`src/design/timer2_pkg.sv`:
```
// Shared constants and configuration and status types of the dual stage compare timer
package timer2_pkg;
   localparam int LOW_W = 4;
   localparam int HIGH_W = 8;
   localparam int DUTY_W = 2;
   localparam int FIFO_DEPTH = 8;
   localparam int FIFO_WIDTH = 1;
   localparam int SYNC_STAGES = 3;
   localparam int CLK_PERIOD_NS = 25;
   // Mode select codes
   localparam logic [1:0] MODE_CASCADE = 2'h3;
   localparam logic [1:0] MODE_PRESCALED = 2'h2;
   localparam logic [1:0] MODE_SPLIT_RUN = 2'h1;
   localparam logic [1:0] MODE_SPLIT_STOP = 2'h0;
   // Clock source codes
   localparam logic [1:0] CLK_SYSTEM = 2'h0;
   localparam logic [1:0] CLK_TIMER1 = 2'h1;
   localparam logic [1:0] CLK_SHIFT = 2'h2;
   // Duty shaper codes
   localparam logic [1:0] DUTY_BYPASS = 2'h3;
   localparam logic [1:0] DUTY_HALF = 2'h2;
   localparam logic [1:0] DUTY_THIRD = 2'h1;
   localparam logic [1:0] DUTY_QUARTER = 2'h0;
   // Output mode codes
   localparam logic [2:0] OUT_TOGGLE = 3'h7;
   localparam logic [2:0] OUT_BURST_FF = 3'h6;
   localparam logic [2:0] OUT_BURST_DATA = 3'h5;
   localparam logic [2:0] OUT_BIPHASE = 3'h4;
   localparam logic [2:0] OUT_MANCHESTER = 3'h3;
   localparam logic [2:0] OUT_SERIAL = 3'h2;
   localparam logic [2:0] OUT_PWM = 3'h0;
   // Reset and top values
   localparam logic [LOW_W-1:0] LOW_RESET = 4'h0;
   localparam logic [HIGH_W-1:0] HIGH_RESET = 8'h00;
   localparam logic [HIGH_W-1:0] HIGH_TOP = 8'hff;
   localparam logic [LOW_W-1:0] LOW_TOP = 4'hf;

   typedef struct packed {
      logic match_reset;
      logic match_toggle;
      logic match_irq;
      logic ovf_toggle;
      logic ovf_irq;
   } action_mask_s;

   typedef struct packed {
      logic [1:0] clk_sel;
      logic toggle_on_launch;
      logic run_control;
      logic [DUTY_W-1:0] duty_sel;
      logic [1:0] mode_sel;
      logic [2:0] out_mode;
      logic [LOW_W-1:0] low_compare;
      logic [HIGH_W-1:0] high_compare;
      action_mask_s compare_action_mask;
   } timer_cfg_s;

   typedef struct packed {
      logic [LOW_W-1:0] low_count;
      logic [HIGH_W-1:0] high_count;
      logic modulator_on;
      logic output_toggle_ff;
   } timer_status_s;
endpackage

```
`src/design/bit_fifo.sv`:
```
// Small valid/ready FIFO for the serial data stream
`timescale 1ns/1ps
module bit_fifo #(
   parameter int WIDTH = 1,
   parameter int DEPTH = 8
) (
   // Clock and reset
   input wire logic clk_i,
   input wire logic rst_b_i,
   // Fill side
   input wire logic in_valid_i,
   output logic in_ready_o,
   input wire logic [WIDTH-1:0] in_data_i,
   // Drain side
   output logic out_valid_o,
   input wire logic out_ready_i,
   output logic [WIDTH-1:0] out_data_o
);
   localparam int AW = $clog2(DEPTH);
   typedef struct packed {
      logic [DEPTH-1:0][WIDTH-1:0] mem;
      logic [AW:0] wp;
      logic [AW:0] rp;
   } fifo_state_s;
   fifo_state_s q, d;
   logic full, empty, push, pop;

   assign full = (q.wp[AW-1:0] == q.rp[AW-1:0]) && (q.wp[AW] != q.rp[AW]);
   assign empty = (q.wp == q.rp);
   assign push = in_valid_i && !full;
   assign pop = out_ready_i && !empty;
   assign in_ready_o = !full;
   assign out_valid_o = !empty;
   assign out_data_o = q.mem[q.rp[AW-1:0]];

   always_comb begin
      d = q;
      if (push) begin
         d.mem[q.wp[AW-1:0]] = in_data_i;
         d.wp = q.wp + 1'b1;
      end
      if (pop) begin
         d.rp = q.rp + 1'b1;
      end
   end

   always_ff @(posedge clk_i or negedge rst_b_i) begin
      if (!rst_b_i) begin
         q <= '0;
      end else begin
         q <= d;
      end
   end
endmodule

```
`src/design/dual_stage_compare_timer.sv`:
```
// Dual stage 4/8/12-bit compare timer with output modulator
`timescale 1ns/1ps
module dual_stage_compare_timer
   import timer2_pkg::*;
(
   // Clock and reset
   input wire logic clk_i,
   input wire logic rst_b_i,
   // Configuration
   input wire timer2_pkg::timer_cfg_s cfg_i,
   input wire logic port_alt_select_i,
   // Power state
   input wire logic sleep_i,
   input wire logic osc_keep_running_i,
   // Clock sources
   input wire logic ext_count_clock_in_i,
   input wire logic timer1_tick_i,
   input wire logic shift_clock_i,
   // Serial unit data
   input wire logic shift_halt_flag_i,
   input wire logic ser_bit_valid_i,
   input wire logic ser_bit_i,
   output logic ser_bit_ready_o,
   // Results
   output logic timer_wave_out_o,
   output logic prescale_clock_out_o,
   output logic timer_irq_o,
   output timer2_pkg::timer_status_s status_o
);
   import timer2_pkg::*;

   typedef struct packed {
      logic [SYNC_STAGES-1:0] ext_sync;
      logic ext_level;
      logic [LOW_W-1:0] low;
      logic [HIGH_W-1:0] high;
      logic out_ff;
      logic pwm_lock;
      logic run_prev;
      logic halt_prev;
      logic mod_on;
      logic cur_bit;
      logic half;
      logic biphase;
      logic wave;
      logic prescale_clock_out;
      logic irq;
      logic ready;
   } timer_state_s;

   timer_state_s q, d;

   logic mode1, split, use_ext, osc_gate;
   logic src_tick, ext_rise, low_run, low_tick;
   logic low_hit, low_stage_overflow, cm1;
   logic shaper_in, shaper_tick, shaper_level, shaper_clear;
   logic high_tick, match12, match8, match, ovf2;
   logic launch, tog_match, tog_ovf, irq_ev;
   logic fifo_valid, fifo_bit, bit_take, mod_start, mod_stop;
   logic ser_ready;
   logic mode2, mode3, mode4, wave_next, irq_match, irq_ovf;

   // Mode decode, one line per mode code
   assign mode1 = (cfg_i.mode_sel == MODE_CASCADE);
   assign mode2 = (cfg_i.mode_sel == MODE_PRESCALED);
   assign mode3 = (cfg_i.mode_sel == MODE_SPLIT_RUN);
   assign mode4 = (cfg_i.mode_sel == MODE_SPLIT_STOP);
   assign split = mode3 || mode4;

   // External input only in split modes
   assign use_ext = split && port_alt_select_i;

   assign osc_gate = !(sleep_i && !osc_keep_running_i);

   always_comb begin
      unique case (cfg_i.clk_sel)
         CLK_SYSTEM: src_tick = osc_gate;
         CLK_TIMER1: src_tick = osc_gate && timer1_tick_i;
         CLK_SHIFT: src_tick = osc_gate && shift_clock_i;
         default: src_tick = 1'b0;
      endcase
   end

   // Pin limited to a quarter of the clock rate, the price of one clock domain
   // Pin edge taken once stages agree
   assign ext_rise = (q.ext_sync[1] == q.ext_sync[2]) && q.ext_sync[2] && !q.ext_level;

   // Low stage halted in mode 4
   assign low_run = cfg_i.run_control && !mode4;
   assign low_tick = low_run && src_tick;
   assign low_hit = (q.low == cfg_i.low_compare);

   assign low_stage_overflow = mode1 && low_tick && (q.low == LOW_TOP);

   assign cm1 = !mode1 && low_tick && low_hit;

   // Shaper forms carrier from low stage in mode 2, from the raw clock or pin in split modes
   always_comb begin
      if (mode2) begin
         shaper_in = cm1;
      end else if (split) begin
         shaper_in = use_ext ? ext_rise : src_tick;
      end else begin
         shaper_in = 1'b0;
      end
   end

   // Shaper restarts its divide cycle on every launch
   // Stop clears the shaper too
   assign shaper_clear = !cfg_i.run_control;

   duty_shaper u_shaper (
      .clk_i(clk_i),
      .rst_b_i(rst_b_i),
      .clear_i(shaper_clear),
      .duty_sel_i(cfg_i.duty_sel),
      .tick_i(shaper_in && cfg_i.run_control),
      .tick_o(shaper_tick),
      .level_o(shaper_level)
   );

   assign high_tick = mode1 ? low_stage_overflow : shaper_tick;

   assign match12 = mode1 && low_tick && low_hit && (q.high == cfg_i.high_compare);

   // Match at value v ends v+1 counts
   assign match8 = !mode1 && high_tick && (q.high == cfg_i.high_compare);
   assign match = match12 || match8;

   // Overflow only if not reset by match
   assign ovf2 = high_tick && (q.high == HIGH_TOP)
      && !(match && cfg_i.compare_action_mask.match_reset);

   // Start edge found from the registered run bit
   // Toggle at timer start
   assign launch = cfg_i.run_control && !q.run_prev && cfg_i.toggle_on_launch;

   // Later matches ignored in pulse-width mode
   assign tog_match = match && cfg_i.compare_action_mask.match_toggle
      && !((cfg_i.out_mode == OUT_PWM) && q.pwm_lock);

   assign tog_ovf = ovf2 && cfg_i.compare_action_mask.ovf_toggle;

   assign irq_match = match && cfg_i.compare_action_mask.match_irq;
   assign irq_ovf = ovf2 && cfg_i.compare_action_mask.ovf_irq;
   assign irq_ev = irq_match || irq_ovf;

   assign mod_start = q.halt_prev && !shift_halt_flag_i;

   // Low match ends the bit stream in mode 3
   assign mod_stop = shift_halt_flag_i || (mode3 && cm1);

   // Serial bits wait here so the shifter may run ahead of the bit clock
   assign bit_take = q.mod_on && shift_clock_i && fifo_valid;

   // Output stage, one source per mode
   always_comb begin
      unique case (cfg_i.out_mode)
         // Carrier gated by the toggle flip-flop
         OUT_BURST_FF: begin
            wave_next = shaper_level && q.out_ff;
         end
         // Carrier gated by the serial data bit
         OUT_BURST_DATA: begin
            wave_next = shaper_level && q.cur_bit && q.mod_on;
         end
         // Level change at each bit start
         OUT_BIPHASE: begin
            wave_next = q.biphase && q.mod_on;
         end
         // Bit value inverted for the second half
         OUT_MANCHESTER: begin
            wave_next = (q.cur_bit ^ q.half) && q.mod_on;
         end
         // Serial data passed straight through
         OUT_SERIAL: begin
            wave_next = q.cur_bit && q.mod_on;
         end
         // Pulse width, duty set by the first match
         OUT_PWM: begin
            wave_next = q.out_ff;
         end
         // Toggle mode and spare codes show the flip-flop
         default: begin
            wave_next = q.out_ff;
         end
      endcase
   end

   // Eight deep so a whole shifter byte fits
   bit_fifo #(
      .WIDTH(FIFO_WIDTH),
      .DEPTH(FIFO_DEPTH)
   ) u_fifo (
      .clk_i(clk_i),
      .rst_b_i(rst_b_i),
      .in_valid_i(ser_bit_valid_i),
      .in_ready_o(ser_ready),
      .in_data_i(ser_bit_i),
      .out_valid_o(fifo_valid),
      .out_ready_i(bit_take),
      .out_data_o(fifo_bit)
   );

   always_comb begin
      d = q;
      // Three stage synchroniser; first stage feeds only the second
      d.ext_sync = {q.ext_sync[SYNC_STAGES-2:0], ext_count_clock_in_i};
      if (q.ext_sync[1] == q.ext_sync[2]) begin
         d.ext_level = q.ext_sync[2];
      end
      d.run_prev = cfg_i.run_control;
      d.halt_prev = shift_halt_flag_i;
      d.ready = ser_ready;

      if (!cfg_i.run_control) begin
         d.low = LOW_RESET;
         d.high = HIGH_RESET;
         d.pwm_lock = 1'b0;
      end else begin
         // Mode 4 clears the prescaler only
         if (mode4) begin
            d.low = LOW_RESET;
         end else if (low_tick) begin
            if (mode1) begin
               if (match12 && cfg_i.compare_action_mask.match_reset) begin
                  d.low = LOW_RESET;
               end else begin
                  d.low = q.low + 1'b1;
               end
            end else if (low_hit) begin
               d.low = LOW_RESET;
            end else begin
               d.low = q.low + 1'b1;
            end
         end
         if (match && cfg_i.compare_action_mask.match_reset) begin
            d.high = HIGH_RESET;
         end else if (high_tick) begin
            d.high = q.high + 1'b1;
         end
         // Lock after first match, release on overflow
         if (ovf2) begin
            d.pwm_lock = 1'b0;
         end else if (match) begin
            d.pwm_lock = 1'b1;
         end
      end

      // Match, overflow and launch each invert the flip-flop; two at once cancel
      if (tog_match ^ tog_ovf ^ launch) begin
         d.out_ff = !q.out_ff;
      end

      if (mod_stop) begin
         d.mod_on = 1'b0;
      end else if (mod_start) begin
         d.mod_on = 1'b1;
      end

      if (bit_take) begin
         d.cur_bit = fifo_bit;
         d.half = 1'b0;
         d.biphase = !q.biphase;
      end else if (match && !q.half) begin
         d.half = 1'b1;
         if (!q.cur_bit) begin
            d.biphase = !q.biphase;
         end
      end
      if (!q.mod_on) begin
         d.half = 1'b0;
      end

      // Registered pin level
      // Pin driven from a flip-flop so no mux glitch reaches it
      d.wave = wave_next;

      // Prescale output source per mode
      // Pulses registered, one cycle after the event tick
      d.prescale_clock_out = mode1 ? low_stage_overflow : cm1;
      d.irq = irq_ev;
   end

   always_ff @(posedge clk_i or negedge rst_b_i) begin
      if (!rst_b_i) begin
         q <= '0;
      end else begin
         q <= d;
      end
   end

   assign timer_wave_out_o = q.wave;
   assign prescale_clock_out_o = q.prescale_clock_out;
   assign timer_irq_o = q.irq;
   assign ser_bit_ready_o = q.ready;
   assign status_o = '{low_count: q.low, high_count: q.high,
                       modulator_on: q.mod_on, output_toggle_ff: q.out_ff};
endmodule

```
`src/design/duty_shaper.sv`:
```
// Two-bit divider that doubles as duty cycle generator
`timescale 1ns/1ps
module duty_shaper
   import timer2_pkg::*;
(
   // Clock and reset
   input wire logic clk_i,
   input wire logic rst_b_i,
   // Control
   input wire logic clear_i,
   input wire logic [DUTY_W-1:0] duty_sel_i,
   input wire logic tick_i,
   // Results
   output logic tick_o,
   output logic level_o
);
   typedef struct packed {
      logic [DUTY_W-1:0] cnt;
      logic level;
   } shaper_state_s;
   shaper_state_s q, d;
   logic [DUTY_W-1:0] last;
   logic wrap;

   // Bypass divides by one, quarter duty by four
   assign last = ~duty_sel_i;
   assign wrap = (q.cnt >= last);
   assign tick_o = tick_i && wrap;
   assign level_o = q.level;

   always_comb begin
      d = q;
      if (clear_i) begin
         d = '0;
      end else if (tick_i) begin
         d.cnt = wrap ? '0 : q.cnt + 1'b1;
         if (duty_sel_i == DUTY_BYPASS) begin
            d.level = !q.level;
         end else begin
            // High during the first input period only
            d.level = wrap;
         end
      end
   end

   always_ff @(posedge clk_i or negedge rst_b_i) begin
      if (!rst_b_i) begin
         q <= '0;
      end else begin
         q <= d;
      end
   end
endmodule

```
`config.mk`:
```
export PLATFORM = sky130hd
export DESIGN_NAME = dual_stage_compare_timer
export DESIGN_NICKNAME = d
export VERILOG_FILES = /design/src/design/timer2_pkg.sv /design/src/design/bit_fifo.sv /design/src/design/dual_stage_compare_timer.sv /design/src/design/duty_shaper.sv
export SDC_FILE = /design/constraint.sdc
export NUM_CORES = 1
export LEC_CHECK = 0
export ABC_AREA = 1
export CAP_MARGIN = 10
export CORE_UTILIZATION = 57
export CTS_CLUSTER_DIAMETER = 60
export DETAILED_ROUTE_END_ITERATION = 8
export DONT_BUFFER_PORTS = 1
export HOLD_SLACK_MARGIN = 0.1
export PLACE_DENSITY = 0.79
export SYNTH_ARGS = -nofsm -noshare
export SYNTH_HDL_FRONTEND = slang
export SYNTH_SLANG_ARGS = --single-unit
```
`constraint.sdc`:
```
create_clock -name clk_i -period 1.7 [get_ports clk_i]
set_input_delay 0.255 -clock clk_i [delete_from_list [all_inputs] [get_ports clk_i]]
set_output_delay 0.255 -clock clk_i [all_outputs]
set_load 0.03 [all_outputs]
```
# After elaboration in Yosys (flattened, before gate mapping)

Index checks and enable logic that the tools add are counted.

Multiplexer cells: 33
Shift operators: 0
Reductions and logical operators: 70
Equality and inequality tests: 25
Multiply operators: 0
$add $sub $neg: 5
Divide/modulo/power cells: 0
Bitwise gates (word level): 4
Magnitude comparators: 4

Operators by type and width:

| cell                  | count |
|---|---|
| $logic_and A1 B1 Y1   | 45 |
| $mux W4               | 5 |
| $mux W8               | 2 |
| $logic_not A1 Y1      | 15 |
| $mux W1               | 15 |
| $add A4 B1 Y4 const B | 3 |
| $mux W12              | 1 |
| $ne A3 B1 Y1 const B  | 4 |
| $eq A3 B3 Y1 const B  | 3 |
| $add A8 B1 Y8 const B | 1 |
| $bwmux W8             | 1 |
| $eq A2 B2 Y1 const B  | 4 |
| $eq A4 B4 Y1          | 2 |
| $eq A8 B8 Y1          | 1 |
| $eq A8 B8 Y1 const B  | 1 |
| $lt A3 B4 Y1 const B  | 2 |
| $eq A3 B2 Y1 const B  | 2 |
| $mux W2               | 3 |
| $mux W3               | 2 |
| $pmux W1 S5           | 1 |
| $eq A2 B1 Y1 const B  | 2 |
| $eq A4 B4 Y1 const B  | 1 |
| $logic_not A2 Y1      | 2 |
| $logic_or A1 B1 Y1    | 4 |
| 15 further kinds      | 19 |

Latch bits: 0
Memory bits (writable): 0
Flip-flop bits (word level): 47
Word-level logic and storage cells: 169
Memories: 0
Input port bits: 39
Bits in read-only memories: 0
Output and inout port bits: 18

# Longest topological paths before layout

Word-level depth: 21
Depth in mapped cells: 18
Gate-level depth less buffers: 18

# Hierarchy

From an unflattened synthesis, not the netlist that was laid out.

Cell total of the unflattened synthesis: 401
Area, all modules: 3039.2 µm²

By module, submodules not included:

| module                   | sequential area each (µm²) | area an instance (µm²) | cells an instance | instances |
|---|---|---|---|---|
| dual_stage_compare_timer | 700.7                      | 1838.0                 | 240               | 1 |
| bit_fifo                 | 400.4                      | 978.4                  | 130               | 1 |
| duty_shaper              | 75.1                       | 222.7                  | 31                | 1 |

# Least setup slack after synthesis

No wires, ideal clock.

Path type: input port to flip-flop
Start: input cfg_i[26] (netlist bit)
End: register q (netlist bit status_o[0])
Library setup time: 0.117 ns
Data required time: 1.583 ns
Cell stages on the path: 15
Data arrival time: 1.688 ns
Slack: -0.105 ns
Path through: inv_1 ha_1 nand3_1 nand2_1 nand2_2 nor2_4 inv_1 nor2_1 nand4_1 nand2_4 nand2_4 nor2_2 nand3_1 nand2_1 nand2_1

Longest elaborated chain between the ends: 18
Elaborated cells between the ends (all ways): 29
Those cells by class: eq/ne (2); mux (5); bitwise (2); reduce/logical (20)

RTL lines:

| what                                       | RTL line                        | RTL |
|---|---|---|
| start: declaration                         | dual_stage_compare_timer.sv:10  | `input wire timer2_pkg::timer_cfg_s cfg_i,` |
| $eq A2 B2 Y1, or another cell as far along | dual_stage_compare_timer.sv:76  | `unique case (cfg_i.clk_sel)` |
| $pmux W1 S3 *                              | dual_stage_compare_timer.sv:76  |  |
| $logic_and A1 B1 Y1                        | dual_stage_compare_timer.sv:90  | `assign low_tick = low_run && src_tick;` |
| $logic_and A1 B1 Y1 (2 in a row)           | dual_stage_compare_timer.sv:95  | `assign cm1 = !mode1 && low_tick && low_hit;` |
| $mux W1                                    | dual_stage_compare_timer.sv:99  | `if (mode2) begin` |
| $logic_and A1 B1 Y1                        | dual_stage_compare_timer.sv:117 | `.tick_i(shaper_in && cfg_i.run_control),` |
| $logic_and A1 B1 Y1                        | duty_shaper.sv:28               | `assign tick_o = tick_i && wrap;` |
| $mux W1                                    | dual_stage_compare_timer.sv:122 | `assign high_tick = mode1 ? low_stage_overflow : shaper_tick;` |
| $logic_and A1 B1 Y1 (2 in a row)           | dual_stage_compare_timer.sv:127 | `assign match8 = !mode1 && high_tick && (q.high == cfg_i.high_compare);` |
| $logic_or A1 B1 Y1                         | dual_stage_compare_timer.sv:128 | `assign match = match12 \|\| match8;` |
| $logic_and A1 B1 Y1                        | dual_stage_compare_timer.sv:132 | `&& !(match && cfg_i.compare_action_mask.match_reset);` |
| $logic_not A1 Y1                           | dual_stage_compare_timer.sv:132 |  |
| $logic_and A1 B1 Y1                        | dual_stage_compare_timer.sv:132 |  |
| $logic_and A1 B1 Y1                        | dual_stage_compare_timer.sv:142 | `assign tog_ovf = ovf2 && cfg_i.compare_action_mask.ovf_toggle;` |
| $xor A1 B1 Y1 * (2 in a row)               | dual_stage_compare_timer.sv:251 | `if (tog_match ^ tog_ovf ^ launch) begin` |
| end signal: assignment                     | dual_stage_compare_timer.sv:287 | `q <= '0;` |
| end signal: assignment                     | dual_stage_compare_timer.sv:289 | `q <= d;` |
| end: declaration                           | dual_stage_compare_timer.sv:51  | `timer_state_s q, d;` |

Every way passes the cells marked *; elsewhere a longest branch is shown, timed or not.
A chain may end at the register's enable or synchronous reset.

# Worst setup path after layout

Start: register q (netlist bit status_o[5])
End: register q (netlist bit status_o[0])

Longest elaborated chain between the ends: 9
Elaborated cells between the ends (all ways): 14
Those cells by class: eq/ne (2); bitwise (2); reduce/logical (10)

RTL lines:

| what                                          | RTL line |
|---|---|
| $eq A8 B8 Y1                                  | dual_stage_compare_timer.sv:124, dual_stage_compare_timer.sv:127 |
| $logic_and A1 B1 Y1, on equally long branches | dual_stage_compare_timer.sv:124, dual_stage_compare_timer.sv:127 |
| $logic_or A1 B1 Y1                            | dual_stage_compare_timer.sv:128 |
| $logic_and A1 B1 Y1                           | dual_stage_compare_timer.sv:132 |
| $logic_not A1 Y1                              | dual_stage_compare_timer.sv:132 |
| $logic_and A1 B1 Y1                           | dual_stage_compare_timer.sv:132 |
| $logic_and A1 B1 Y1                           | dual_stage_compare_timer.sv:142 |
| $xor A1 B1 Y1 * (2 in a row)                  | dual_stage_compare_timer.sv:251 |

Marked as above.

==> results.tsv <==
stage	metric	value	unit
clocking	CTS tree	done	
run_status	violated checks	setup timing	
worst_setup_path	Crit-path slowest cell	dfrtp_1	
final_layout	non-filler cells, final	492	
clocking	H-tree level count	2	
power_and_ir_drop	Lkg Pwr	1.87	nW
global_route	first-pass GRT wire length	10800	µm
floorplanning	die height	72.8	µm
routing	DRC violations left	0	
power_and_ir_drop	Pwr Density	1050	mW/mm²
clocking	Root Buffer	clkbuf_8	
global_route	Remaining Overflow, GRT	0	
final_layout	Final Cell Area	0.00388	mm²
synth	Mean Syn Cell Area	7.91	µm²
synth	Simple-Gate Fraction of Synth Area	27.0	%
worst_hold_path	HP Start	cfg_i[24]	
clocking	worst-case clock buffer depth	2	
sta	RSZ-0062 raised after global routing	true	
run_status	status	finished with violations	
worst_setup_path	reg2reg start	status_o[5]$_DFFE_PN0P_	
final_layout	diode count	0	
worst_setup_path	crit path from	status_o[5]$_DFFE_PN0P_	
place	Inst Count DP	456	
worst_setup_path	WP data arrival	2.15	ns
clocking	CTS clk-pin slew, worst paths	0.10	ns
routing	Initial DRT Pass Iterations	5	
clocking	CTS Buf Count	5	
synth	Post-synth ARST share	100	%
final_layout	share of cells above drive strength 1	36.5	%
worst_setup_path	Startpoint Class	flop	
synth	syn nets	411	
place	Post-DP Area	0.00320	mm²
final_layout	Area Growth Syn to Fin	35.7	%
sta	Clock Skews	0.00862	ns
synth	Synth Area in Adders	4.82	%
worst_hold_path	hold crit path type	primary input to flop	
synth	Distinct cells, synth	32	
worst_setup_path	CP cell instances	xnor2_2 > nand4_1 > nor3_2 > buf_4 > nand4_1 > nand2_2 > nand3_2 > nand2_2 > inv_2 > nand2_1 > nand2_1	
synth	Most used DFF post-synth	dfrtp_1	
worst_setup_path	WP data required	1.90	ns
global_route	largest net degree at the start of global routing	48	
floorplanning	Core ar.	0.00479	mm²
power_and_ir_drop	maximum vdd ir drop	0.837	mV
synth	number of synthesized register bits	47	
worst_setup_path	Setup CP Type	flop to flop	
floorplanning	Die X-Extent	72.8	µm
routing	Via Count	2656	
routing	Detailed Route Iter0 Violations	248	
final_layout	most frequent cells in the layout	buf_4, nand2_1, dfrtp_1	
sta	Worst-Margin Slew	0.411	ns
final_layout	commonest non-fill, non-tap cell in the layout	buf_4	
floorplanning	number of I/O pins	57	
routing	routed wire length	7970	µm
global_route	number of global-route vias before repair	2483	
synth	Syn Std Cell Area	0.00286	mm²
routing	Final ANT Viol Nets	0	
sta	setup TNS	-2.13	ns
worst_setup_path	critical path's top delay family	simple AND/OR/NAND/NOR gates	
worst_setup_path	max incr delay on CP	0.44	ns
synth	mux cell area share after synthesis	0	%
worst_setup_path	worst path bufs/invs	2	
floorplanning	die area	0.00530	mm²
synth	largest family of logic cells by synthesized area	simple AND/OR/NAND/NOR gates	
synth	Post-synth EDFFs	0	
synth	post-synthesis compound-gate area fraction	8.98	%
routing	DR vias/cell	5.40	
sta	Final Setup Violations	17	
synth	Seq/Total Area, Yosys	41.2	%
clocking	clk sink count	47	
global_route	total track usage	26.7	%
worst_setup_path	crit-path max FO	6	
floorplanning	row count	25	
final_layout	Nets	475	
synth	Syn Inst Count	361	
sta	fmax	513	MHz
synth	XOR/XNOR Fraction of Synth Area	6.44	%
sta	slew margin rel.	72.5	%
floorplanning	Starting Density	59.7	%
sta	worst setup margin	-0.248	ns
sta	worst hold slack	0.110	ns
place	Buffers on Ports	0	
global_route	initial antenna violation count	0	
place	routability congestion estimate	0.807	
place	placed wire-length estimate	4580	µm
routing	Routed wire per std cell	16.2	µm
sta	Final Cycle Share	115	%
clocking	Worst-Skew Late Latency	0.31	ns
job	max_cap viols	0	
sta	final-report max-slew violation count	0	
synth	Synth Warn #	0	
worst_setup_path	Critical Path Sink Type	flop	
sta	Final Hold Viols	0	
final_layout	Filler Cells Inserted	280	
sta	final worst path period need	1.95	ns
[cell usage after synthesis, types with 3 or more instances]
library cell	instances	area share, %
nor3_1	9	1.6
nor2_2	4	0.88
xnor2_1	11	3.4
ha_1	11	4.8
dfrtp_1	47	41
nand3_1	17	3.0
nor2_4	3	1.2
nor2_1	33	4.3
inv_1	56	7.4
buf_4	15	3.9
nand4_1	4	0.88
xor2_1	10	3.1
nand2_2	5	1.1
o22ai_1	6	1.3
nand2_1	75	9.9
a21oi_1	13	2.3
o21ai_0	20	3.5
[stage by stage]
step,worst slack [ns],util (%),power (mW)
2_1_floorplan,-0.0584,-,2.50
3_5_place_dp,-0.208,67.0,2.91
6_report,-0.248,81.0,4.07
5_1_grt,-0.332,81.0,4.31
4_1_cts,-0.0681,74.5,3.82
3_3_place_gp,-0.134,67.0,2.85
[final cells by class]
| type | count | area (µm²) | area share [%] |
|---|---|---|---|
| clock buffer | 5 | 68.8 | 1.77 |
| clock inverter | 2 | 37.5 | 0.968 |
| inverter | 57 | 236 | 6.10 |
| multi-input combinational | 241 | 1670 | 43.0 |
| sequential | 47 | 1180 | 30.3 |
| tap | 67 | 83.8 | 2.16 |
| timing repair buffer | 73 | 606 | 15.6 |
[registers in the layout, indices dropped and copies added, names as in the netlist]
register / count
u_fifo.q: 16
timer_irq_o: 1
timer_wave_out_o: 1
ser_bit_ready_o: 1
status_o: 14
q: 8
u_shaper.q: 2
u_shaper.level_o: 1
prescale_clock_out_o: 1
d: 2
[cells by family after synthesis]
family                   after synthesis
AO/OA/AOI/OAI                         46
XOR/XNOR                              21
adder cells (fa/ha/maj)               11
buffers and inverters                 73
flip-flops                            47
AND/OR/NAND/NOR                      163
[routing by layer]
metal / global-route usage [%] / vias to the layer above / wire, µm
met4: 6.97 / 0 / 196
li1: - / 1260 / -
met5: 0 / - / 0
met1: 32.4 / 1264 / 3250
met2: 47.9 / 108 / 4150
met3: 5.80 / 24 / 380
[path summary, 6_finish.rpt]
kind | end | cells after the start | slack [ns]
max | status_o[0]$_DFFE_PN0P_ | 11 | -0.25
min | status_o[4]$_DFFE_PN0P_ | 2 | 0.11
max reg2reg | status_o[0]$_DFFE_PN0P_ | 11 | -0.25
min reg2reg | d[27]$_DFF_PN0_ | 0 | 0.36
max in group asynchronous | status_o[12]$_DFFE_PN0P_ | 2 | 1.03
min in group asynchronous | u_fifo.q[6]$_DFFE_PN0P_ | 2 | 0.46
[power breakdown]
part           internal, mW  switching (mW)
Sequential             1.38           0.274
Clock                 0.431           0.411
Combinational         0.710           0.866
Total                  2.52            1.55
[what timing repair did]
item	4_1_cts	5_1_grt
pin swaps	13	14
gates resized for setup	23	52
buffers inserted	9	13
endpoints found under the setup margin	18	34
endpoints found under the hold margin	54	0
hold buffers	8	0
Note: power is estimated with default switching activity, not from simulation.
